$ cat src/logic/io_pass_pkg.sv
// Constants and carrier types for the I/O change detect and line passing block.
// Assumes a single 50 MHz module clock; configuration words come from firmware as levels.
package io_pass_pkg;

	localparam int NL = 14;
	localparam int DW = 10;
	localparam int TW = 8;
	localparam int OVR_LINES = 8;
	localparam logic [2:0] MODE_DIN = 3'h3;
	localparam logic [2:0] MODE_DOUT_LO = 3'h4;
	localparam logic [2:0] MODE_DOUT_HI = 3'h5;
	localparam logic [15:0] BCAST_ADDR = 16'hffff;
	localparam logic [15:0] IVAL_OFF = 16'h0000;
	localparam logic [7:0] SPP_SINGLE = 8'h01;
	// Every general line from the first through the last pass line may be passed
	localparam logic [NL-1:0] PASS_LINES = 14'h3fff;
	localparam int CLK_NS = 20;
	localparam int MS_NS = 1000000;
	localparam int MS_CYCLES = MS_NS / CLK_NS;
	localparam int TICK_MS = 100;

	typedef struct packed {
		logic [NL-1:0][2:0] line_mode;
		logic [NL-1:0] change_watch_mask;
		logic [15:0] periodic_sample_interval;
		logic [7:0] samples_per_packet;
		logic [15:0] line_pass_source_addr;
		logic matched_frame_emit_enable;
		logic api_mode;
		logic [TW-1:0] pwm_pass_timeout;
		logic [DW-1:0] pwm_a_preset_duty;
		logic [DW-1:0] pwm_b_preset_duty;
		logic [NL-1:0][TW-1:0] digital_pass_timeout;
		logic [NL-1:0] pull_resistor_enable;
		logic [NL-1:0] pull_direction;
	} cfg_t;

	typedef struct packed {
		logic valid;
		logic [15:0] src;
		logic [NL-1:0] dmask;
		logic [NL-1:0] dval;
		logic [1:0] amask;
		logic [DW-1:0] analog_input_a;
		logic [DW-1:0] analog_input_b;
	} rx_sample_t;

	typedef struct packed {
		logic cts;
		logic [1:0] other;
		logic [3:0] spi;
	} periph_t;

	typedef struct packed {
		logic take;
		logic flush;
		logic change;
	} tx_req_t;

	typedef enum logic {CHG_IDLE, CHG_PEND} chg_state_t;

endpackage : io_pass_pkg
$ cat src/logic/io_change_detect_line_passing.sv
// Change detection, periodic sample timing and digital/PWM line passing.
// Assumes i_rx and i_cfg come from logic on i_clk; i_line_in and i_sleep are asynchronous.
//
// Contract
// RULE1: Any watched line changing state requests an immediate sample.
// RULE2: Only digital input or output lines are watched for change.
// RULE3: No change detection while asleep.
// RULE4: With several samples per packet, flush collected samples before the change sample.
// RULE5: Only samples from the chosen source drive outputs.
// RULE6: Broadcast source address lets any sender drive outputs.
// RULE7: A sampled line drives the same-numbered local line only if it is output.
// RULE8: Each digital line has its own timeout back to its configured state.
// RULE9: Passing only on general lines up to the last pass line, never UART/SPI.
// RULE10: PWM A follows analog input A, PWM B follows analog input B.
// RULE11: One shared PWM timeout returns both channels to preset duty.
// RULE12: Line passing works in API and transparent mode alike.
// RULE13: In API mode frames are emitted; emit-enable 0 hides matching ones only.
// RULE14: Override word sets levels of lines 0..7 that are outputs, no timeout.
// RULE15: An override level change on a watched line counts as a change.
// RULE16: Asleep: outputs hold, pulls stay, peripheral lines low, SPI high. CTS is not forced low; it still follows i_periph.
// RULE17: Passed levels hold in sleep; line timers pause and resume on wake.
// RULE18: PWM low in sleep; on wake passed PWM returns to preset.
// RULE19: Periodic sample each interval in milliseconds; zero disables it.
// RULE20: Line passing timeouts count in 100 ms ticks.
`timescale 1ns/1ps
`default_nettype none

module io_change_detect_line_passing #(
	parameter int P_MS_CYCLES = io_pass_pkg::MS_CYCLES
) (
	// Clock and reset
	input wire logic i_clk,
	input wire logic i_rstn,
	// Configuration and override
	input wire io_pass_pkg::cfg_t i_cfg,
	input wire logic i_ovr_wr,
	input wire logic [io_pass_pkg::OVR_LINES-1:0] i_ovr_level,
	// Pins and sleep state
	input wire logic [io_pass_pkg::NL-1:0] i_line_in,
	input wire logic i_sleep,
	input wire io_pass_pkg::periph_t i_periph,
	// Received samples
	input wire io_pass_pkg::rx_sample_t i_rx,
	// Line outputs
	output logic [io_pass_pkg::NL-1:0] o_line_out,
	output logic [io_pass_pkg::NL-1:0] o_line_oe,
	output logic [io_pass_pkg::NL-1:0] o_pull_en,
	output logic [io_pass_pkg::NL-1:0] o_pull_up,
	output io_pass_pkg::periph_t o_periph,
	output logic o_pwm_a,
	output logic o_pwm_b,
	// Sample requests and frame emit
	output io_pass_pkg::tx_req_t o_tx,
	output logic o_emit
);

	typedef struct packed {
		logic [io_pass_pkg::NL-1:0] pin_s1;
		logic [io_pass_pkg::NL-1:0] pin_s2;
		logic sleep_s1;
		logic sleep_s2;
		logic sleep_d;
		logic [io_pass_pkg::NL-1:0] watch_prev;
		logic [io_pass_pkg::OVR_LINES-1:0] ovr;
		logic [io_pass_pkg::OVR_LINES-1:0] ovr_set;
		logic [io_pass_pkg::NL-1:0] pass_act;
		logic [io_pass_pkg::NL-1:0] pass_val;
		logic [io_pass_pkg::NL-1:0][io_pass_pkg::TW-1:0] tmr;
		logic [1:0] pwm_act;
		logic [io_pass_pkg::DW-1:0] pwm_a_val;
		logic [io_pass_pkg::DW-1:0] pwm_b_val;
		logic [io_pass_pkg::TW-1:0] pwm_tmr;
		logic [io_pass_pkg::DW-1:0] pwm_cnt;
		logic [31:0] ms_cnt;
		logic [6:0] tick_cnt;
		logic [1:0] arm;
		logic [15:0] ival_cnt;
		logic [7:0] coll;
		io_pass_pkg::chg_state_t chg;
		logic [io_pass_pkg::NL-1:0] line_out;
		logic [io_pass_pkg::NL-1:0] line_oe;
		logic [io_pass_pkg::NL-1:0] pull_en;
		logic [io_pass_pkg::NL-1:0] pull_up;
		io_pass_pkg::periph_t periph;
		logic pwm_a;
		logic pwm_b;
		io_pass_pkg::tx_req_t tx;
		logic emit;
	} state_t;

	state_t s_q;
	state_t s_d;

	function automatic logic is_out(input logic [2:0] m);
		is_out = (m == io_pass_pkg::MODE_DOUT_LO) || (m == io_pass_pkg::MODE_DOUT_HI);
	endfunction : is_out

	// *****************************************
	// Next state
	// *****************************************
	always_comb begin
		logic awake;
		logic wake;
		logic ms_tick;
		logic tick100;
		logic match;
		logic rx_apply;
		logic chg_any;
		logic lvl;
		logic watch;
		logic [io_pass_pkg::NL-1:0] ovr_set_w;
		logic [io_pass_pkg::NL-1:0] ovr_w;
		logic [io_pass_pkg::DW-1:0] duty_a;
		logic [io_pass_pkg::DW-1:0] duty_b;
		s_d = s_q;
		awake = !s_q.sleep_s2;
		wake = s_q.sleep_d && !s_q.sleep_s2;
		ms_tick = 1'b0;
		tick100 = 1'b0;
		chg_any = 1'b0;
		lvl = 1'b0;
		watch = 1'b0;
		match = 1'b0;
		rx_apply = 1'b0;
		duty_a = '0;
		duty_b = '0;
		ovr_set_w = {{(io_pass_pkg::NL-io_pass_pkg::OVR_LINES){1'b0}}, s_q.ovr_set};
		ovr_w = {{(io_pass_pkg::NL-io_pass_pkg::OVR_LINES){1'b0}}, s_q.ovr};
		s_d.tx = '0;
		s_d.pin_s1 = i_line_in;
		s_d.pin_s2 = s_q.pin_s1;
		s_d.sleep_s1 = i_sleep;
		s_d.sleep_s2 = s_q.sleep_s1;
		s_d.sleep_d = s_q.sleep_s2;
		// Blind until synchronisers and first driven levels settle, else reset fakes an edge
		if (!(&s_q.arm)) begin
			s_d.arm = s_q.arm + 2'h1;
		end
		// Time base stops while asleep so pass timers are suspended
		if (awake) begin // [RULE17]
			if (s_q.ms_cnt == 32'(P_MS_CYCLES - 1)) begin
				s_d.ms_cnt = '0;
				ms_tick = 1'b1;
			end else begin
				s_d.ms_cnt = s_q.ms_cnt + 32'h1;
			end
		end
		if (ms_tick) begin
			if (s_q.tick_cnt == 7'(io_pass_pkg::TICK_MS - 1)) begin // [RULE20]
				s_d.tick_cnt = '0;
				tick100 = 1'b1;
			end else begin
				s_d.tick_cnt = s_q.tick_cnt + 7'h1;
			end
		end
		// Source filter; serial mode plays no part in passing
		match = i_rx.valid && ((i_cfg.line_pass_source_addr == io_pass_pkg::BCAST_ADDR) // [RULE6]
			|| (i_cfg.line_pass_source_addr == i_rx.src)); // [RULE5] [RULE12]
		rx_apply = match && awake;
		s_d.emit = i_rx.valid && i_cfg.api_mode && (!match || i_cfg.matched_frame_emit_enable); // [RULE13]
		if (i_ovr_wr) begin // [RULE14]
			s_d.ovr = i_ovr_level;
			s_d.ovr_set = '1;
		end
		for (int i = 0; i < io_pass_pkg::NL; i++) begin
			if (rx_apply && io_pass_pkg::PASS_LINES[i] && is_out(i_cfg.line_mode[i])
				&& i_rx.dmask[i]) begin // [RULE7] [RULE9]
				s_d.pass_act[i] = 1'b1;
				s_d.pass_val[i] = i_rx.dval[i];
				s_d.tmr[i] = i_cfg.digital_pass_timeout[i];
			end else if (s_q.pass_act[i] && tick100) begin // [RULE8]
				if (s_q.tmr[i] <= 8'h01) begin
					s_d.pass_act[i] = 1'b0;
				end else begin
					s_d.tmr[i] = s_q.tmr[i] - 8'h01;
				end
			end
			if (!is_out(i_cfg.line_mode[i])) begin
				s_d.pass_act[i] = 1'b0;
			end
			lvl = s_q.pass_act[i] ? s_q.pass_val[i]
				: ovr_set_w[i] ? ovr_w[i] // [RULE14]
				: (i_cfg.line_mode[i] == io_pass_pkg::MODE_DOUT_HI);
			s_d.line_out[i] = is_out(i_cfg.line_mode[i]) && lvl;
			s_d.line_oe[i] = is_out(i_cfg.line_mode[i]);
			// Outputs are watched on their driven level, so override edges count too
			watch = (i_cfg.line_mode[i] == io_pass_pkg::MODE_DIN) ? s_q.pin_s2[i]
				: s_q.line_out[i]; // [RULE15]
			s_d.watch_prev[i] = watch;
			// Tracking continues in sleep so a sleep-time transition is never seen
			if (awake && (&s_q.arm) && i_cfg.change_watch_mask[i] && watch != s_q.watch_prev[i]
				&& (i_cfg.line_mode[i] == io_pass_pkg::MODE_DIN
				|| is_out(i_cfg.line_mode[i]))) begin // [RULE1] [RULE2] [RULE3]
				chg_any = 1'b1;
			end
		end
		// Periodic sampling
		if (ms_tick && i_cfg.periodic_sample_interval != io_pass_pkg::IVAL_OFF) begin // [RULE19]
			if (s_q.ival_cnt >= i_cfg.periodic_sample_interval - 16'h1) begin
				s_d.ival_cnt = '0;
				s_d.tx.take = 1'b1;
				if (s_q.coll + 8'h1 >= i_cfg.samples_per_packet) begin
					s_d.tx.flush = 1'b1;
					s_d.coll = '0;
				end else begin
					s_d.coll = s_q.coll + 8'h1;
				end
			end else begin
				s_d.ival_cnt = s_q.ival_cnt + 16'h1;
			end
		end
		case (s_q.chg)
			io_pass_pkg::CHG_IDLE: begin
				if (chg_any) begin
					if (i_cfg.samples_per_packet > io_pass_pkg::SPP_SINGLE
						&& s_q.coll != 8'h0) begin // [RULE4]
						s_d.tx.flush = 1'b1;
						s_d.coll = '0;
						s_d.chg = io_pass_pkg::CHG_PEND;
					end else begin
						s_d.tx.change = 1'b1;
					end
				end
			end
			io_pass_pkg::CHG_PEND: begin
				s_d.tx.change = 1'b1; // [RULE4]
				s_d.chg = io_pass_pkg::CHG_IDLE;
			end
			default: s_d.chg = io_pass_pkg::CHG_IDLE;
		endcase
		// Analog passing with one shared timer
		if (rx_apply && i_rx.amask != 2'b00) begin // [RULE10] [RULE11]
			s_d.pwm_tmr = i_cfg.pwm_pass_timeout;
			if (i_rx.amask[0]) begin
				s_d.pwm_act[0] = 1'b1;
				s_d.pwm_a_val = i_rx.analog_input_a;
			end
			if (i_rx.amask[1]) begin
				s_d.pwm_act[1] = 1'b1;
				s_d.pwm_b_val = i_rx.analog_input_b;
			end
		end else if (s_q.pwm_act != 2'b00 && tick100) begin
			if (s_q.pwm_tmr <= 8'h01) begin
				s_d.pwm_act = 2'b00; // [RULE11]
			end else begin
				s_d.pwm_tmr = s_q.pwm_tmr - 8'h01;
			end
		end
		if (wake) begin
			s_d.pwm_act = 2'b00; // [RULE18]
		end
		duty_a = s_q.pwm_act[0] ? s_q.pwm_a_val : i_cfg.pwm_a_preset_duty;
		duty_b = s_q.pwm_act[1] ? s_q.pwm_b_val : i_cfg.pwm_b_preset_duty;
		s_d.pwm_cnt = s_q.pwm_cnt + 10'h001;
		s_d.pwm_a = awake && (s_q.pwm_cnt < duty_a); // [RULE18]
		s_d.pwm_b = awake && (s_q.pwm_cnt < duty_b);
		// Sleep pin states
		s_d.pull_en = i_cfg.pull_resistor_enable; // [RULE16]
		s_d.pull_up = i_cfg.pull_direction;
		s_d.periph.cts = i_periph.cts;
		s_d.periph.other = awake ? i_periph.other : 2'b00; // [RULE16]
		s_d.periph.spi = awake ? i_periph.spi : 4'hf;
	end

	always_ff @(posedge i_clk) begin
		if (!i_rstn) begin
			s_q <= '0;
		end else begin
			s_q <= s_d;
		end
	end

	assign o_line_out = s_q.line_out;
	assign o_line_oe = s_q.line_oe;
	assign o_pull_en = s_q.pull_en;
	assign o_pull_up = s_q.pull_up;
	assign o_periph = s_q.periph;
	assign o_pwm_a = s_q.pwm_a;
	assign o_pwm_b = s_q.pwm_b;
	assign o_tx = s_q.tx;
	assign o_emit = s_q.emit;
endmodule : io_change_detect_line_passing

`default_nettype wire

$ cat config.mk
export PLATFORM = sky130hd
export DESIGN_NAME = io_change_detect_line_passing
export DESIGN_NICKNAME = d
export VERILOG_FILES = /design/src/logic/io_pass_pkg.sv /design/src/logic/io_change_detect_line_passing.sv
export SDC_FILE = /design/constraint.sdc
export NUM_CORES = 1
export LEC_CHECK = 0
export ABC_CLOCK_PERIOD_IN_PS = 4750
export BUFFER_PORTS_ARGS = -buffer_cell sky130_fd_sc_hd__buf_2
export CORE_ASPECT_RATIO = 1.1
export CORE_MARGIN = 1
export CORE_UTILIZATION = 54
export CTS_CLUSTER_DIAMETER = 150
export DETAILED_ROUTE_END_ITERATION = 6
export PLACE_DENSITY = 0.8
export SYNTH_ARGS = -nofsm -noshare
export SYNTH_HDL_FRONTEND = slang
export SYNTH_SLANG_ARGS = --single-unit
$ cat constraint.sdc
create_clock -name i_clk -period 4.75 [get_ports i_clk]
set_clock_uncertainty 0.15 [all_clocks]
set_input_delay 0.7125 -clock i_clk [delete_from_list [all_inputs] [get_ports i_clk]]
set_output_delay 0.7125 -clock i_clk [all_outputs]
set_load 0.1 [all_outputs]
==> out/results.ini <==
[clocking]
cts_resized = 0
tritoncts = done
clk_latency_ns = 0.52
holdBufCountCts = 0
root_buffer = clkbuf_16
clock_path_buffers = 3
cts_inserted_buffers = 40
clk_pin_slew_worst_paths_ns = 0.06
cts_sinks = 369
cts_setup_buffers = 0
htreeDepth = 2

[die]
die_y_um = 196
pin_count = 435
rows = 70
die_area_sq_um = 34900
die_w_um = 178
core_sq_um = 33500
start_util = 0.551

[timing]
finalHoldViolations = 0
tns_ns = 0
finalSetupViolations = 0
fin_crit_sh = 0.789
maxClockFrequency_mhz = 267
slew_viol_final = 0
layout_min_cycle_time_ns = 3.75
slew_headroom = 0.259
tightest_slew_ns = 1.10
hold_ws_ns = 0.238
rsz0062_at_grt = false

[route]
antenna_left = 0
firstDrtPassIters = 5
vias = 16200
drc = 0
drt-total-wl_mm = 50.9
wire_per_inst_um = 17.4
viasPerCell = 5.56
drt-initial-drc-count = 873

[yosys]
yosys_warnings = 0
synth_edf_count = 0
syn-num-nets = 2557
avgSynthCellArea_sq_um = 8.74
yosys.area.top_type = dfxtp_1
synth.cell_area_sq_um = 18400
synth_seq_area_share = 0.400
ys_types = 71
synthArstFlopShare = 0
synth-main-ff-cell = dfxtp_1
synthTopCellsByArea = dfxtp_1 (40%), xor2_1 (5.8%), ha_1 (5.4%), mux2i_1 (5.2%), nor2_1 (4.9%)
synthCells = 2111
yosysTopAreaCellShare = 0.400
ys_seq_elements = 369

[global_route]
grt_use_total = 0.283
grt_pass1_wl_mm = 78.9
grt-ovfl-total = 0
antenna_found_initial = 10
grt_max_degree = 87
grt_pass1_vias = 16100

[placed_design]
dp_hpwl_mm = 37.6
place_inst = 2842
routabilityCongestion = 0.957
io_buffer_count = 434

[status]
run_status = finished, final reports clean

[setup_path]
reg2reg_depth = 9
path_class = in -> reg
crit_required_ns = 5.05
worstPathMaxFanout = 16
end_kind = register
startpoint_type = input port
worstPathArrival_ns = 4.05

[layout]
area_growth_pct = 18.2
stdcell_count = 2921
fin_nets = 2898
utilization = 0.652
drive_gt1_frac = 0.220

[run]
max_cap_viol_count = 0

[hold_path]
min_delay_path_depth = 2
hp-class = in -> reg

[pwr]
p_total_mw = 6.98
ir_drop_uv = 245
leakagePower_nw = 9.55
powerDensity_nw_per_um2 = 320

per-layer routing:
metal | vias to the layer above | track usage | wire length (um)
met5 | - | 0 | 16
met4 | 2 | 0.121 | 1900
met3 | 115 | 0.0483 | 3570
met2 | 561 | 0.488 | 24600
met1 | 7616 | 0.343 | 20800
li1 | 7949 | - | -
critical path, cell delays in order:
cell	delay, ns
buf_2	0.11
inv_1	0.08
ha_1	0.18
nor3b_1	0.48
nand3_1	0.24
nor4_1	0.29
xnor2_1	0.16
ha_1	0.27
a21o_1	0.17
a21oi_1	0.32
a21bo_2	0.22
a41o_1	0.33
nand2_2	0.29
nor2_1	0.21
sequential cells by signal (all words and copies together) (netlist names):
register,flops
o_emit,1
o_line_oe,14
o_line_out,14
o_periph,7
o_pull_en,14
o_pull_up,14
o_pwm_a,1
o_pwm_b,1
o_tx,3
s_d,16
s_q,284
power breakdown:
group          total [mW]  leakage (nW)  internal, mW  switching (mW)
logic               0.635          5.89         0.219           0.416
clock network        3.17         0.666          1.92            1.25
registers            3.18          3.00          3.15          0.0290
total                6.98          9.55          5.29            1.70
layout by cell type, fill, tap and decap left out, types with 20 or more instances in the layout:
cell type	netlist	layout
xnor2_1	85	85
inv_1	77	76
buf_2	6	433
nand4_1	32	32
nor2b_1	21	21
dfxtp_1	369	369
mux2i_1	96	96
ha_1	80	80
nand3_1	76	76
clkbuf_16	0	41
and2_1	62	62
a21oi_1	168	167
nand3b_1	20	20
xor2_1	122	122
and3_1	26	26
o21ai_0	110	110
a211oi_1	23	23
nor3_1	26	26
nand2_1	129	129
or4_1	20	20
nor2_1	240	240
nor4_1	39	39
final cells by class:
cell class | instances | area [sq um]
fillers | 2730 | 11600
flip-flops and latches | 369 | 7390
well taps | 432 | 541
multi-input cells | 1520 | 9980
inverters | 77 | 292
clock inverters | 15 | 181
repair buffers | 444 | 2250
diodes | 9 | 22.5
clock buffers | 55 | 1160
path summary, 6_finish.rpt:
path                             from                     end  slack (ns)
setup / recovery           i_cfg[194]    s_q[90]$_SDFFE_PN0P_        1.00
hold / removal            i_periph[6]  o_periph[6]$_SDFF_PN0_        0.24
setup reg to reg  s_d[345]$_SDFF_PN0_   s_q[270]$_SDFFE_PN0P_        1.43
hold reg to reg   s_d[354]$_SDFF_PN0_     s_q[354]$_SDFF_PN0_        0.28
synth_stat cells, drive strengths merged (43+ instances only):
cell    number
dfxtp      369
nor2       240
a21oi      168
nand2      130
xor2       122
o21ai      111
mux2i       96
xnor2       85
buf         82
ha          80
nand3       78
inv         77
clkbuf      63
and2        62
nor4        43
kinds of logic after synthesis:
group,Yosys count,synth area share
simple gates,768,0.220
flops,369,0.400
compound gates,368,0.115
buf+inv,222,0.0592
xor+xnor,207,0.0983
mux,97,0.0527
fa+ha+maj,80,0.0543
metrics by stage:
stage | setup WS, ns | area (sq um)
3_5_place_dp | 0.489 | 20400
3_3_place_gp | 0.725 | 20400
6_report | 1.00 | 21800
2_1_floorplan | 1.15 | 18400
4_1_cts | 1.04 | 21800
5_1_grt | 0.757 | 21800
(Power assumes the default switching activity.)
